==> src/core/asr_pkg.sv <==
// asr_pkg: constants and types shared by the sram host controller
// assumes a 250 MHz clock (4 ns period) and the faster speed grade
`default_nettype none
package asr_pkg;
   localparam int unsigned CLK_PERIOD_NS  = 4;
   localparam int unsigned ADDR_W         = 18;
   localparam int unsigned DATA_W         = 16;
   localparam int unsigned LANE_W         = 8;
   // timing figures, faster grade
   localparam int unsigned T_POWER_US     = 100;
   localparam int unsigned T_RC_NS        = 10;
   localparam int unsigned T_AA_NS        = 10;
   localparam int unsigned T_ACE_NS       = 10;
   localparam int unsigned T_DOE_NS       = 5;
   localparam int unsigned T_DBE_NS       = 5;
   localparam int unsigned T_HZ_NS        = 5;
   localparam int unsigned T_WC_NS        = 10;
   localparam int unsigned T_PWE_NS       = 7;
   localparam int unsigned T_BW_NS        = 7;
   localparam int unsigned T_SD_NS        = 6;
   // least times round up to whole cycles
   localparam int unsigned POWER_CYC      = (T_POWER_US * 1000 + CLK_PERIOD_NS - 1) / CLK_PERIOD_NS;
   localparam int unsigned RD_MAX_NS      = (T_AA_NS > T_ACE_NS) ? T_AA_NS : T_ACE_NS;
   localparam int unsigned RD_CYC         = (RD_MAX_NS + CLK_PERIOD_NS - 1) / CLK_PERIOD_NS;
   localparam int unsigned WR_MIN_NS      = (T_PWE_NS > T_BW_NS) ? T_PWE_NS : T_BW_NS;
   localparam int unsigned WR_CYC         = (WR_MIN_NS + CLK_PERIOD_NS - 1) / CLK_PERIOD_NS;
   localparam int unsigned HZ_CYC         = (T_HZ_NS + CLK_PERIOD_NS - 1) / CLK_PERIOD_NS;
   localparam int unsigned RC_CYC         = (T_RC_NS + CLK_PERIOD_NS - 1) / CLK_PERIOD_NS;
   localparam int unsigned WC_CYC         = (T_WC_NS + CLK_PERIOD_NS - 1) / CLK_PERIOD_NS;
   localparam int unsigned CNT_W          = 16;
   localparam logic [CNT_W-1:0] CNT_ONE   = 16'h0001;
   typedef enum logic [2:0] {
      ASR_ST_POWER,
      ASR_ST_IDLE,
      ASR_ST_READ,
      ASR_ST_WRITE,
      ASR_ST_RECOVER
   } asr_state_t;
endpackage
`default_nettype wire

==> src/core/asr_timer_if.sv <==
// asr_timer_if: load/expiry handshake between controller and its delay timer
// assumes both ends share MCLK and RST_B
`default_nettype none
interface asr_timer_if;
   import asr_pkg::*;
   logic             load;
   logic [CNT_W-1:0] count;
   logic             done;
   modport ctrl  (output load, output count, input done);
   modport timer (input load, input count, output done);
endinterface
`default_nettype wire

==> src/core/asr_timer.sv <==
// asr_timer: down counter; done is high while no delay is pending
// assumes load is a one-cycle pulse with count of at least one
`default_nettype none
module asr_timer
   import asr_pkg::*;
(
   input  wire logic  MCLK,
   input  wire logic  RST_B,
   asr_timer_if.timer tif
);
   logic [CNT_W-1:0] cnt_r;

   always_ff @(posedge MCLK or negedge RST_B) begin
      if (!RST_B) begin
         cnt_r <= '0;
      end else if (tif.load) begin
         cnt_r <= tif.count;
      end else if (cnt_r != '0) begin
         cnt_r <= cnt_r - CNT_ONE;
      end
   end

   assign tif.done = (cnt_r == '0) && !tif.load;
endmodule
`default_nettype wire

==> src/core/asr_host.sv <==
// asr_host: host controller driving an asynchronous 256K x 16 static ram
// assumes the sram pins sit on MCLK timing; data pins are split in/out/oe
//
// Functional notes
// - write only while select and strobe low
// - read: select and gate low, strobe high
// - byte select low before write end
// - wait 100 us before first access
// - write ends by raising write strobe
// - drive data only after device releases
`default_nettype none
module asr_host
   import asr_pkg::*;
#(
   parameter int unsigned POWER_CYCLES = POWER_CYC
)(
   input  wire logic              MCLK,
   input  wire logic              RST_B,
   // user side
   input  wire logic              REQ_VALID,
   input  wire logic              REQ_WRITE,
   input  wire logic [ADDR_W-1:0] REQ_ADDR,
   input  wire logic [DATA_W-1:0] REQ_WDATA,
   input  wire logic [1:0]        REQ_LANES,
   output var  logic              REQ_READY,
   output var  logic              RSP_VALID,
   output var  logic [DATA_W-1:0] RSP_RDATA,
   // sram pins
   output var  logic [ADDR_W-1:0] SRAM_ADDR,
   output var  logic              SRAM_CHIP_SELECT_N,
   output var  logic              SRAM_WRITE_STROBE_N,
   output var  logic              SRAM_OUTPUT_GATE_N,
   output var  logic              SRAM_LOW_BYTE_SELECT_N,
   output var  logic              SRAM_HIGH_BYTE_SELECT_N,
   input  wire logic [DATA_W-1:0] SRAM_DQ_IN,
   output var  logic [DATA_W-1:0] SRAM_DQ_OUT,
   output var  logic              SRAM_DQ_OE
);
   asr_timer_if tif ();
   asr_timer u_timer (
      .MCLK  (MCLK),
      .RST_B (RST_B),
      .tif   (tif)
   );

   asr_state_t       state_r;
   logic             load_r;
   logic [CNT_W-1:0] count_r;
   logic [DATA_W-1:0] dq_s1_r;
   logic [DATA_W-1:0] dq_s2_r;
   logic [DATA_W-1:0] dq_s3_r;

   assign tif.load  = load_r;
   assign tif.count = count_r;

   // ----------------------------------------------------------------
   // read data capture stages
   // ----------------------------------------------------------------
   always_ff @(posedge MCLK or negedge RST_B) begin
      if (!RST_B) begin
         dq_s1_r <= '0;
         dq_s2_r <= '0;
         dq_s3_r <= '0;
      end else begin
         dq_s1_r <= SRAM_DQ_IN;
         dq_s2_r <= dq_s1_r;
         dq_s3_r <= dq_s2_r;
      end
   end

   // ----------------------------------------------------------------
   // access sequencer
   // ----------------------------------------------------------------
   always_ff @(posedge MCLK or negedge RST_B) begin
      if (!RST_B) begin
         state_r                 <= ASR_ST_POWER;
         load_r                  <= 1'b1;
         count_r                 <= CNT_W'(POWER_CYCLES);
         REQ_READY               <= 1'b0;
         RSP_VALID               <= 1'b0;
         RSP_RDATA               <= '0;
         SRAM_ADDR               <= '0;
         SRAM_CHIP_SELECT_N      <= 1'b1;
         SRAM_WRITE_STROBE_N     <= 1'b1;
         SRAM_OUTPUT_GATE_N      <= 1'b1;
         SRAM_LOW_BYTE_SELECT_N  <= 1'b1;
         SRAM_HIGH_BYTE_SELECT_N <= 1'b1;
         SRAM_DQ_OUT             <= '0;
         SRAM_DQ_OE              <= 1'b0;
      end else begin
         load_r    <= 1'b0;
         RSP_VALID <= 1'b0;
         unique case (state_r)
            ASR_ST_POWER: begin
               if (!load_r && tif.done) begin
                  state_r   <= ASR_ST_IDLE;
                  REQ_READY <= 1'b1;
               end
            end
            ASR_ST_IDLE: begin
               if (REQ_VALID) begin
                  REQ_READY <= 1'b0;
                  // address and lanes held for the access
                  SRAM_ADDR               <= REQ_ADDR;
                  SRAM_LOW_BYTE_SELECT_N  <= !REQ_LANES[0];
                  SRAM_HIGH_BYTE_SELECT_N <= !REQ_LANES[1];
                  SRAM_CHIP_SELECT_N      <= 1'b0;
                  load_r                  <= 1'b1;
                  if (REQ_WRITE) begin
                     state_r             <= ASR_ST_WRITE;
                     SRAM_WRITE_STROBE_N <= 1'b0;
                     SRAM_DQ_OUT         <= REQ_WDATA;
                     SRAM_DQ_OE          <= 1'b1;
                     count_r             <= CNT_W'(WR_CYC + 1);
                  end else begin
                     // read with gate low, strobe high
                     state_r            <= ASR_ST_READ;
                     SRAM_OUTPUT_GATE_N <= 1'b0;
                     count_r            <= CNT_W'(RD_CYC + 2);
                  end
               end
            end
            ASR_ST_READ: begin
               if (!load_r && tif.done) begin
                  RSP_RDATA           <= dq_s3_r;
                  RSP_VALID           <= 1'b1;
                  SRAM_OUTPUT_GATE_N  <= 1'b1;
                  SRAM_CHIP_SELECT_N  <= 1'b1;
                  SRAM_LOW_BYTE_SELECT_N  <= 1'b1;
                  SRAM_HIGH_BYTE_SELECT_N <= 1'b1;
                  state_r             <= ASR_ST_RECOVER;
                  load_r              <= 1'b1;
                  count_r             <= CNT_W'(HZ_CYC + RC_CYC);
               end
            end
            ASR_ST_WRITE: begin
               if (!load_r && tif.done) begin
                  SRAM_WRITE_STROBE_N     <= 1'b1;
                  SRAM_CHIP_SELECT_N      <= 1'b1;
                  SRAM_LOW_BYTE_SELECT_N  <= 1'b1;
                  SRAM_HIGH_BYTE_SELECT_N <= 1'b1;
                  state_r                 <= ASR_ST_RECOVER;
                  load_r                  <= 1'b1;
                  count_r                 <= CNT_W'(WC_CYC);
               end
            end
            ASR_ST_RECOVER: begin
               SRAM_DQ_OE <= 1'b0;
               if (!load_r && tif.done) begin
                  state_r   <= ASR_ST_IDLE;
                  REQ_READY <= 1'b1;
               end
            end
         endcase
      end
   end

   // ----------------------------------------------------------------
   // checks
   // ----------------------------------------------------------------
   // write strobe only under select
   wr_under_cs_a: assert property (@(posedge MCLK) disable iff (!RST_B)
      !SRAM_WRITE_STROBE_N |-> !SRAM_CHIP_SELECT_N)
      else $error("write strobe low without chip select");

   // gate and strobe never both low
   rd_no_wr_a: assert property (@(posedge MCLK) disable iff (!RST_B)
      !SRAM_OUTPUT_GATE_N |-> SRAM_WRITE_STROBE_N)
      else $error("output gate low during write");

   no_fight_a: assert property (@(posedge MCLK) disable iff (!RST_B)
      SRAM_DQ_OE |-> SRAM_OUTPUT_GATE_N)
      else $error("host drives data while gate low");

   wr_width_a: assert property (@(posedge MCLK) disable iff (!RST_B)
      $fell(SRAM_WRITE_STROBE_N) |-> !SRAM_WRITE_STROBE_N [*3])
      else $error("write pulse too short");

   wr_lanes_a: assert property (@(posedge MCLK) disable iff (!RST_B)
      !SRAM_WRITE_STROBE_N && !$fell(SRAM_WRITE_STROBE_N) |->
         $stable(SRAM_LOW_BYTE_SELECT_N) && $stable(SRAM_HIGH_BYTE_SELECT_N))
      else $error("byte select moved during write");

   wr_data_on_a: assert property (@(posedge MCLK) disable iff (!RST_B)
      !SRAM_WRITE_STROBE_N |-> SRAM_DQ_OE)
      else $error("write strobe low without data driven");

   wr_end_a: assert property (@(posedge MCLK) disable iff (!RST_B)
      $rose(SRAM_WRITE_STROBE_N) |-> $rose(SRAM_CHIP_SELECT_N))
      else $error("write ended without deselect");

   addr_hold_a: assert property (@(posedge MCLK) disable iff (!RST_B)
      !SRAM_CHIP_SELECT_N && $past(!SRAM_CHIP_SELECT_N) |-> $stable(SRAM_ADDR))
      else $error("address moved during access");

   rd_wait_a: assert property (@(posedge MCLK) disable iff (!RST_B)
      $fell(SRAM_OUTPUT_GATE_N) |-> ##[4:8] RSP_VALID)
      else $error("read response timing wrong");

   pwr_wait_a: assert property (@(posedge MCLK) disable iff (!RST_B)
      state_r == ASR_ST_POWER |-> SRAM_CHIP_SELECT_N && !REQ_READY)
      else $error("access during power wait");
endmodule
`default_nettype wire

==> config.mk <==
export PLATFORM = sky130hd
export DESIGN_NAME = asr_host
export DESIGN_NICKNAME = d
export VERILOG_FILES = /design/src/core/asr_pkg.sv /design/src/core/asr_timer_if.sv /design/src/core/asr_timer.sv /design/src/core/asr_host.sv
export SDC_FILE = /design/constraint.sdc
export NUM_CORES = 1
export LEC_CHECK = 0
export ABC_AREA = 0
export ABC_CLOCK_PERIOD_IN_PS = 4100
export BUFFER_PORTS_ARGS = -buffer_cell sky130_fd_sc_hd__buf_2
export CAP_MARGIN = 5
export CORE_MARGIN = 2
export CORE_UTILIZATION = 57
export CTS_CLUSTER_DIAMETER = 30
export DETAILED_ROUTE_END_ITERATION = 12
export PLACE_DENSITY = 0.84
export RECOVER_POWER = 50
export SLEW_MARGIN = 20
export SYNTH_ARGS = -nofsm -noshare
export SYNTH_HDL_FRONTEND = slang
export SYNTH_SLANG_ARGS = --single-unit
==> constraint.sdc <==
create_clock -name MCLK -period 4.1 [get_ports MCLK]
set_input_delay 0.205 -clock MCLK [delete_from_list [all_inputs] [get_ports MCLK]]
set_output_delay 0.205 -clock MCLK [all_outputs]
set_load 0.02 [all_outputs]
==> reports/qor.txt, run 1 <==
GLOBAL ROUTE
-------------------------------------------------------------------------------------
Wire length of the first global-routing pass                                  21.9 mm
Antenna violations before repair                                                    0
Global Route Usage Sum                                                          0.338
Maximum number of pins on one net before global-route repair                       71
GR Overflow Total                                                                   0
Vias in the first global route                                                  3,987

DRT
-------------------------------------------------------------------------------------
Drt via density                                                                  5.93
Number of nets still failing antenna checks after routing                           0
Via count of the routed design                                                  3,823
Aggregate routed wire length                                                  13.9 mm
Starting DRC count in detailed routing                                            327
Wire per inst                                                                 21.6 µm
DRC violations left                                                                 0
Number of detailed-routing iterations run before antenna repair                     5

POWER AND IR DROP
-------------------------------------------------------------------------------------
Power spent charging and discharging nets                                     1.79 mW
Peak supply drop                                                           0.000534 V
Overall power of the completed layout                                         4.83 mW
Int Pwr                                                                       3.04 mW
Comb pwr share                                                                  0.272
Cell leakage power                                                            3.00 nW
Power per Cell Area                                                        746 nW/µm²
Switching share of total power                                                  0.370
Clock power frac                                                                0.322
Portion of total power attributed to sequential cells                           0.406

SETUP PATH
-------------------------------------------------------------------------------------
Setup CP Type                                                            flop to flop
Critical Path, Cell by Cell                                              inv_1 > ha_1 > nor2b_1 > nand2_1 > nor4_4 > buf_4 > mux2_2
Maximum fanout along the worst path                                                17
Standard cell with the maximum stage delay on the critical path          sky130_fd_sc_hd__dfrtp_1
Kind of end point of the critical path                                           flop
Worst path arrival time                                                       2.90 ns
Startpoint type of the worst setup path                                          flop
Data required time of the critical path                                       4.50 ns
Slowest cell delay on critical path                                           0.43 ns

YOSYS
-------------------------------------------------------------------------------------
Portion of synthesized cell area occupied by the leading cell type              0.652
Number of nets in the synthesized netlist                                         404
Count of cell types in the netlist                                                 54
Dominant cells by area after synthesis                                   sky130_fd_sc_hd__dfrtp_1 65%, sky130_fd_sc_hd__mux2_2 5.7%, sky130_fd_sc_hd__nand2_1 5.1%
Fraction of registers with async set or reset after synthesis                    1.00
Count of flip-flops with a built-in enable after synthesis                          0
Post-Syn Area                                                                4720 µm²
Cell type contributing the most total cell area after synthesis          sky130_fd_sc_hd__dfrtp_1
Share of the yosys chip area belonging to registers                             0.691
Flip-flop and latch count after synthesis                                         130
Synthesis warning total                                                             0
Post-Synthesis Mean Instance Area                                            13.6 µm²
Synthesized instance count                                                        347
Ys flop type                                                             sky130_fd_sc_hd__dfrtp_1

FLOORPLAN
-------------------------------------------------------------------------------------
Ports                                                                             114
Total Die Area                                                               9030 µm²
Y dimension of the die                                                        95.0 µm
Horiz. Die Dim                                                                95.0 µm
Area of the placeable core                                                   8130 µm²
Rows                                                                               33
Starting density of the core                                                    0.580

MIN PATH
-------------------------------------------------------------------------------------
Class of the worst hold path                                             input port to flop

JOB
-------------------------------------------------------------------------------------
Max capacitance violation total                                                     0

CLOCK NETWORK
-------------------------------------------------------------------------------------
CTS tree                                                                         done
H-Tree Depth                                                                        4
Maximum root-to-sink buffer count                                                   2
Count of hold buffers inserted by post-cts repair                                  55
Num Clock Sinks                                                                   130
Post-CTS setup-driven buffer insertion count                                        0
Clock Tree Root                                                          sky130_fd_sc_hd__clkbuf_8
Total clock buffers created by CTS                                                 17
Clk pin slew, worst setup/hold paths                                          0.07 ns
Insertion delay to the later sink of the worst-skew pair                      0.53 ns
Number of cells upsized or downsized after cts                                      0

TIMING
-------------------------------------------------------------------------------------
Share of the clock period used by the worst path after layout                   0.608
Number of hold violations in the final report                                       0
Final-layout setup total negative slack                                          0 ns
Headroom to the max-slew limit                                                  0.151
Least setup slack across all paths after layout                               1.61 ns
Worst-Margin Slew                                                             1.27 ns
Time the final worst path needs with I/O delays and setup                     2.49 ns
RSZ-0062 raised after global routing                                            false
Max frequency                                                                 401 MHz
Min Hold Slack                                                               0.322 ns
Final worst clock skew                                                      0.0155 ns
Setup violations, final                                                             0
Number of slew-limit violations in the final report                                 0

FINAL LAYOUT
-------------------------------------------------------------------------------------
Most used cells in the layout excluding fill and tap cells               123 x sky130_fd_sc_hd__dfrtp_1, 64 x sky130_fd_sc_hd__nand2_1, 59 x sky130_fd_sc_hd__buf_2
Most frequent standard cell in the layout excluding fill and tap cells   sky130_fd_sc_hd__dfrtp_1
P&R area growth vs syn                                                          37.0%
Final std cells w/o fill                                                          645
Total number of nets in the final design                                          584
Proportion of layout cells with a drive suffix above 1                          0.274
Diode count                                                                         0

PLACED DESIGN
-------------------------------------------------------------------------------------
Worst slack at placement                                                      1.79 ns
Detailed placement HPWL                                                       6.25 mm
Placed cell count                                                                 558
Final weighted congestion in routability-driven placement                       0.889
Count of buffers from port buffering                                              113

OUTCOME
-------------------------------------------------------------------------------------
Outcome                                                                  complete, no violations

==> logic make-up after synthesis <==
kind of cell               after synthesis  share of synthesized area
xor gates and xnor gates                 3                    0.00557
AOI/OAI and AO/OA                       39                     0.0586
DFF                                    130                      0.691
muxes                                   36                     0.0922
buffers and inverters                   17                     0.0175
and+or+nand+nor                        121                      0.133
adders and majority gates                1                    0.00265
==> power by group through the flow <==
stage                     combinational [mW]  sequential [mW]  clock (mW)
after floorplan                        0.589             2.11           0
after global placement                  1.18             1.88           0
after detailed placement                1.23             1.90           0
after CTS                               1.30             1.90        1.53
after global routing                    1.40             1.98        1.61
final                                   1.31             1.96        1.55
==> routing by layer <==
layer | part of all wire | routed length, µm | GRT usage | vias to the layer above
met5 | 0 | 0 | 0 | -
met4 | 0.044 | 618 | 0.174 | 0
met3 | 0.081 | 1130 | 0.0854 | 77
met2 | 0.52 | 7210 | 0.567 | 284
met1 | 0.36 | 4960 | 0.405 | 1905
li1 | - | - | - | 1557
==> final cells by class <==
| type | count | area (µm²) |
|---|---|---|
| well taps | 105 | 131 |
| inverters | 6 | 22.5 |
| flip-flops and latches | 130 | 3260 |
| clock inverters | 14 | 178 |
| repair buffers | 172 | 1080 |
| multi-input cells | 200 | 1380 |
| fillers | 394 | 1670 |
| clock buffers | 18 | 418 |
==> state kept, by name (all words and copies together), names as in the netlist <==
| register | cells |
|---|---|
| u_timer.cnt_r | 16 |
| SRAM_DQ_OE | 1 |
| SRAM_HIGH_BYTE_SELECT_N | 1 |
| SRAM_LOW_BYTE_SELECT_N | 1 |
| load_r | 1 |
| SRAM_CHIP_SELECT_N | 1 |
| SRAM_WRITE_STROBE_N | 1 |
| RSP_RDATA | 16 |
| count_r | 4 |
| dq_s3_r | 16 |
| SRAM_DQ_OUT | 16 |
| SRAM_OUTPUT_GATE_N | 1 |
| dq_s1_r | 16 |
| RSP_VALID | 1 |
| dq_s2_r | 16 |
| SRAM_ADDR | 18 |
| REQ_READY | 1 |
| state_r | 3 |
==> stage by stage <==
| stage | utilization | cell area, µm² |
|---|---|---|
| after CTS | 0.804 | 6540 |
| after global placement | 0.663 | 5390 |
| after floorplan | - | 4720 |
| after global routing | 0.795 | 6470 |
| final | 0.795 | 6470 |
| after detailed placement | 0.663 | 5390 |
==> cell usage after synthesis (2+ instances only) <==
| cell type | n |
|---|---|
| sky130_fd_sc_hd__dfrtp_1 | 123 |
| sky130_fd_sc_hd__nand2_1 | 64 |
| sky130_fd_sc_hd__mux2_2 | 24 |
| sky130_fd_sc_hd__nor2_1 | 14 |
| sky130_fd_sc_hd__a21oi_1 | 10 |
| sky130_fd_sc_hd__mux2_4 | 9 |
| sky130_fd_sc_hd__nor3_1 | 8 |
| sky130_fd_sc_hd__dfstp_2 | 7 |
| sky130_fd_sc_hd__clkbuf_1 | 6 |
| sky130_fd_sc_hd__inv_1 | 6 |
| sky130_fd_sc_hd__nand2b_1 | 6 |
| sky130_fd_sc_hd__o31ai_1 | 4 |
| sky130_fd_sc_hd__and3_1 | 3 |
| sky130_fd_sc_hd__buf_2 | 3 |
| sky130_fd_sc_hd__mux2i_1 | 3 |
| sky130_fd_sc_hd__nor4_1 | 3 |
| sky130_fd_sc_hd__o21ai_0 | 3 |
| sky130_fd_sc_hd__or3_1 | 3 |
| sky130_fd_sc_hd__xnor2_1 | 3 |
| sky130_fd_sc_hd__a21o_1 | 2 |
| sky130_fd_sc_hd__a221oi_1 | 2 |
| sky130_fd_sc_hd__a2bb2oi_1 | 2 |
| sky130_fd_sc_hd__a31oi_1 | 2 |
| sky130_fd_sc_hd__nand3_1 | 2 |
| sky130_fd_sc_hd__nor2b_1 | 2 |
| sky130_fd_sc_hd__nor3_2 | 2 |
| sky130_fd_sc_hd__nor3_4 | 2 |
| sky130_fd_sc_hd__o211ai_1 | 2 |
| sky130_fd_sc_hd__or4_2 | 2 |
==> path summary, 6_finish.rpt <==
check,slack [ns],end,cells after the start,start
max in group asynchronous,2.11,RSP_RDATA[9]$_DFFE_PN0P_,3,RST_B
min reg2reg,0.35,dq_s3_r[12]$_DFF_PN0_,0,dq_s2_r[12]$_DFF_PN0_
max,1.61,RSP_RDATA[0]$_DFFE_PN0P_,7,u_timer.cnt_r[0]$_DFFE_PN0P_
min in group asynchronous,0.49,dq_s1_r[4]$_DFF_PN0_,2,RST_B
min,0.32,dq_s1_r[1]$_DFF_PN0_,2,SRAM_DQ_IN[1]
max reg2reg,1.61,RSP_RDATA[0]$_DFFE_PN0P_,7,u_timer.cnt_r[0]$_DFFE_PN0P_
==> critical path: cells and delay by family (launching register included) <==
kind	cells	cell delay, ns
adders and majority gates	1	0.26
buffers and inverters	2	0.42
DFF	1	0.43
and+or+nand+nor	3	0.84
muxes	1	0.42
(Power assumes the default switching activity.)
==> run 2, diff against run 1 <==
Settings changed: ABC_CLOCK_PERIOD_IN_PS 4100 to 2400, CORE_UTILIZATION 57 to 53, PLACE_DENSITY 0.84 to 0.79.
Clock period 4.1 ns to 2.4 ns, I/O delays scaled along.
==> run 2 against run 1 <==
Compared with the run above:
- die area increased by 7.2%
- non-clock buffer count grew 7
- sequential cell count unchanged
- wire length shrank 6.2%
- final area rose by 2.0%
- power grew 71%
- clock skew fell by 0.0028 ns
- setup slack worse by 1.5 ns
- critical path type unchanged
- critical endpoint is now RSP_RDATA[2]$_DFFE_PN0P_
==> reports/qor.txt, run 2 (same netlist as run 1, synthesis figures left out) <==
OUTCOME
-------------------------------------------------------------------------------------
Outcome                                                                  complete, no violations

TIMING
-------------------------------------------------------------------------------------
Worst-Margin Slew                                                             1.16 ns
Headroom to the max-slew limit                                                  0.226
Number of hold violations in the final report                                       0
Share of the clock period used by the worst path after layout                   0.962
Time the final worst path needs with I/O delays and setup                     2.31 ns
Max frequency                                                                 433 MHz
Least setup slack across all paths after layout                             0.0905 ns
Final worst clock skew                                                      0.0126 ns
Number of slew-limit violations in the final report                                 0
Min Hold Slack                                                               0.241 ns
Setup violations, final                                                             0

FLOORPLAN
-------------------------------------------------------------------------------------
Area of the placeable core                                                   8680 µm²
Rows                                                                               34
Total Die Area                                                               9680 µm²
Horiz. Die Dim                                                                98.4 µm
Ports                                                                             114
Starting density of the core                                                    0.544
Y dimension of the die                                                        98.4 µm

FINAL LAYOUT
-------------------------------------------------------------------------------------
Share of the core filled with cells in the final layout                         0.760
Most flop-heavy register                                                    SRAM_ADDR
Most frequent standard cell in the layout excluding fill and tap cells   sky130_fd_sc_hd__dfrtp_1
Total number of nets in the final design                                          591
Number of inserted filler cells in the final layout                               483
Storage element area                                                         3260 µm²
Proportion of layout cells with a drive suffix above 1                          0.381
Finished layout cell area                                                    6600 µm²
Most used cells in the layout excluding fill and tap cells               123 x sky130_fd_sc_hd__dfrtp_1, 109 x sky130_fd_sc_hd__buf_2, 63 x sky130_fd_sc_hd__nand2_1
P&R area growth vs syn                                                          39.7%
Multi-input combinational cell area                                          1380 µm²
Largest register FFs                                                               18

PLACED DESIGN
-------------------------------------------------------------------------------------
Count of buffers from port buffering                                              113
Worst slack at placement                                                    0.0887 ns
Detailed placement HPWL                                                       6.24 mm
Area of placed instances                                                     5470 µm²
Final weighted congestion in routability-driven placement                       0.888

GLOBAL ROUTE
-------------------------------------------------------------------------------------
Antenna violations before repair                                                    1
Maximum number of pins on one net before global-route repair                       50
GR Overflow Total                                                                   0
Wire length of the first global-routing pass                                  21.0 mm
Global Route Usage Sum                                                          0.286
Vias in the first global route                                                  3,894

DRT
-------------------------------------------------------------------------------------
Drt via density                                                                  5.57
Starting DRC count in detailed routing                                            285
DRC violations left                                                                 0
Number of nets still failing antenna checks after routing                           0
Aggregate routed wire length                                                  13.1 mm
Number of detailed-routing iterations run before antenna repair                     7
Via count of the routed design                                                  3,650
Wire per inst                                                                 19.9 µm

POWER AND IR DROP
-------------------------------------------------------------------------------------
Overall power of the completed layout                                         8.25 mW
Power per Cell Area                                                       1250 nW/µm²
Cell leakage power                                                            3.23 nW
Peak supply drop                                                           0.000768 V

CLOCK NETWORK
-------------------------------------------------------------------------------------
Clk pin slew, worst setup/hold paths                                          0.06 ns
Insertion delay to the later sink of the worst-skew pair                      0.52 ns
Maximum root-to-sink buffer count                                                   2
Clock Tree Root                                                          sky130_fd_sc_hd__clkbuf_8
Num Clock Sinks                                                                   130
Total clock buffers created by CTS                                                 17
CTS tree                                                                         done
H-Tree Depth                                                                        4

JOB
-------------------------------------------------------------------------------------
Max capacitance violation total                                                     0

SETUP PATH
-------------------------------------------------------------------------------------
Kind of end point of the critical path                                           flop
Maximum fanout along the worst path                                                17
Critical Path, Cell by Cell                                              inv_1 > ha_1 > nor2b_2 > nand2_2 > nor4_4 > buf_12 > mux2_2
Data required time of the critical path                                       2.79 ns
Slowest cell delay on critical path                                           0.41 ns
Startpoint type of the worst setup path                                          flop
Worst path arrival time                                                       2.70 ns
Setup CP Type                                                            flop to flop
Standard cell with the maximum stage delay on the critical path          sky130_fd_sc_hd__dfrtp_1
Worst reg-to-reg setup slack                                                  0.09 ns

MIN PATH
-------------------------------------------------------------------------------------
Class of the worst hold path                                             input port to flop

## run 2: cell count changes in the layout (fill, tap and decap cells not counted), sizes merged
cell / before / now
clkbuf: 72 / 24
buf: 63 / 117
diode: 0 / 1
clkinvlp: 3 / 2
clkinv: 4 / 5
## run 2: path summary, 6_finish.rpt
check,start,endpoint,cells after the start
worst max-delay path,u_timer.cnt_r[1]$_DFFE_PN0P_,RSP_RDATA[2]$_DFFE_PN0P_,7
worst min register to register,dq_s2_r[8]$_DFF_PN0_,dq_s3_r[8]$_DFF_PN0_,0
min in group asynchronous,RST_B,SRAM_DQ_OUT[2]$_DFFE_PN0P_,2
max in group asynchronous,RST_B,dq_s3_r[6]$_DFF_PN0_,3
worst max register to register,u_timer.cnt_r[1]$_DFFE_PN0P_,RSP_RDATA[2]$_DFFE_PN0P_,7
worst min-delay path,SRAM_DQ_IN[5],dq_s1_r[5]$_DFF_PN0_,2
## run 2: area by class of cell
cell class | count | area share
repair buffers | 179 | 0.182
clock inverters | 14 | 0.0271
inverters | 6 | 0.00341
multi-input cells | 200 | 0.209
diodes | 1 | 0.000379
flip-flops and latches | 130 | 0.494
clock buffers | 17 | 0.0628
well taps | 108 | 0.0205
## run 2: critical path, delay by kind of cell, from the launching register on
family                   cells  cell delay, ns
AND/OR/NAND/NOR              3            0.76
flip-flops                   1            0.41
multiplexers                 1            0.38
buffers and inverters        2            0.31
adder cells (fa/ha/maj)      1            0.30
## run 2: timing repair
item,CTS,global route
buffers inserted,0,0
endpoints found under the setup margin,0,16
gates resized for setup,0,2
endpoints found under the hold margin,101,0
hold buffers,55,0
## run 2: metal layers
metal / track usage / share of wire / vias to the layer above
met2: 0.481 / 0.53 / 200
met3: 0.0651 / 0.060 / 43
met4: 0.142 / 0.035 / 0
met1: 0.349 / 0.38 / 1836
met5: 0 / 0 / -
li1: - / - / 1571
## run 2: through the flow
step,TNS [ns],cells
after floorplan,0,347
after global placement,0,568
after detailed placement,0,568
after CTS,0,654
after global routing,-0.0270,655
final,0,655
## run 2: power by group
group / switching (mW) / total (mW) / internal [mW]
sequential: 0.531 / 3.31 / 2.78
combinational: 1.38 / 2.31 / 0.928
clock: 1.04 / 2.63 / 1.59
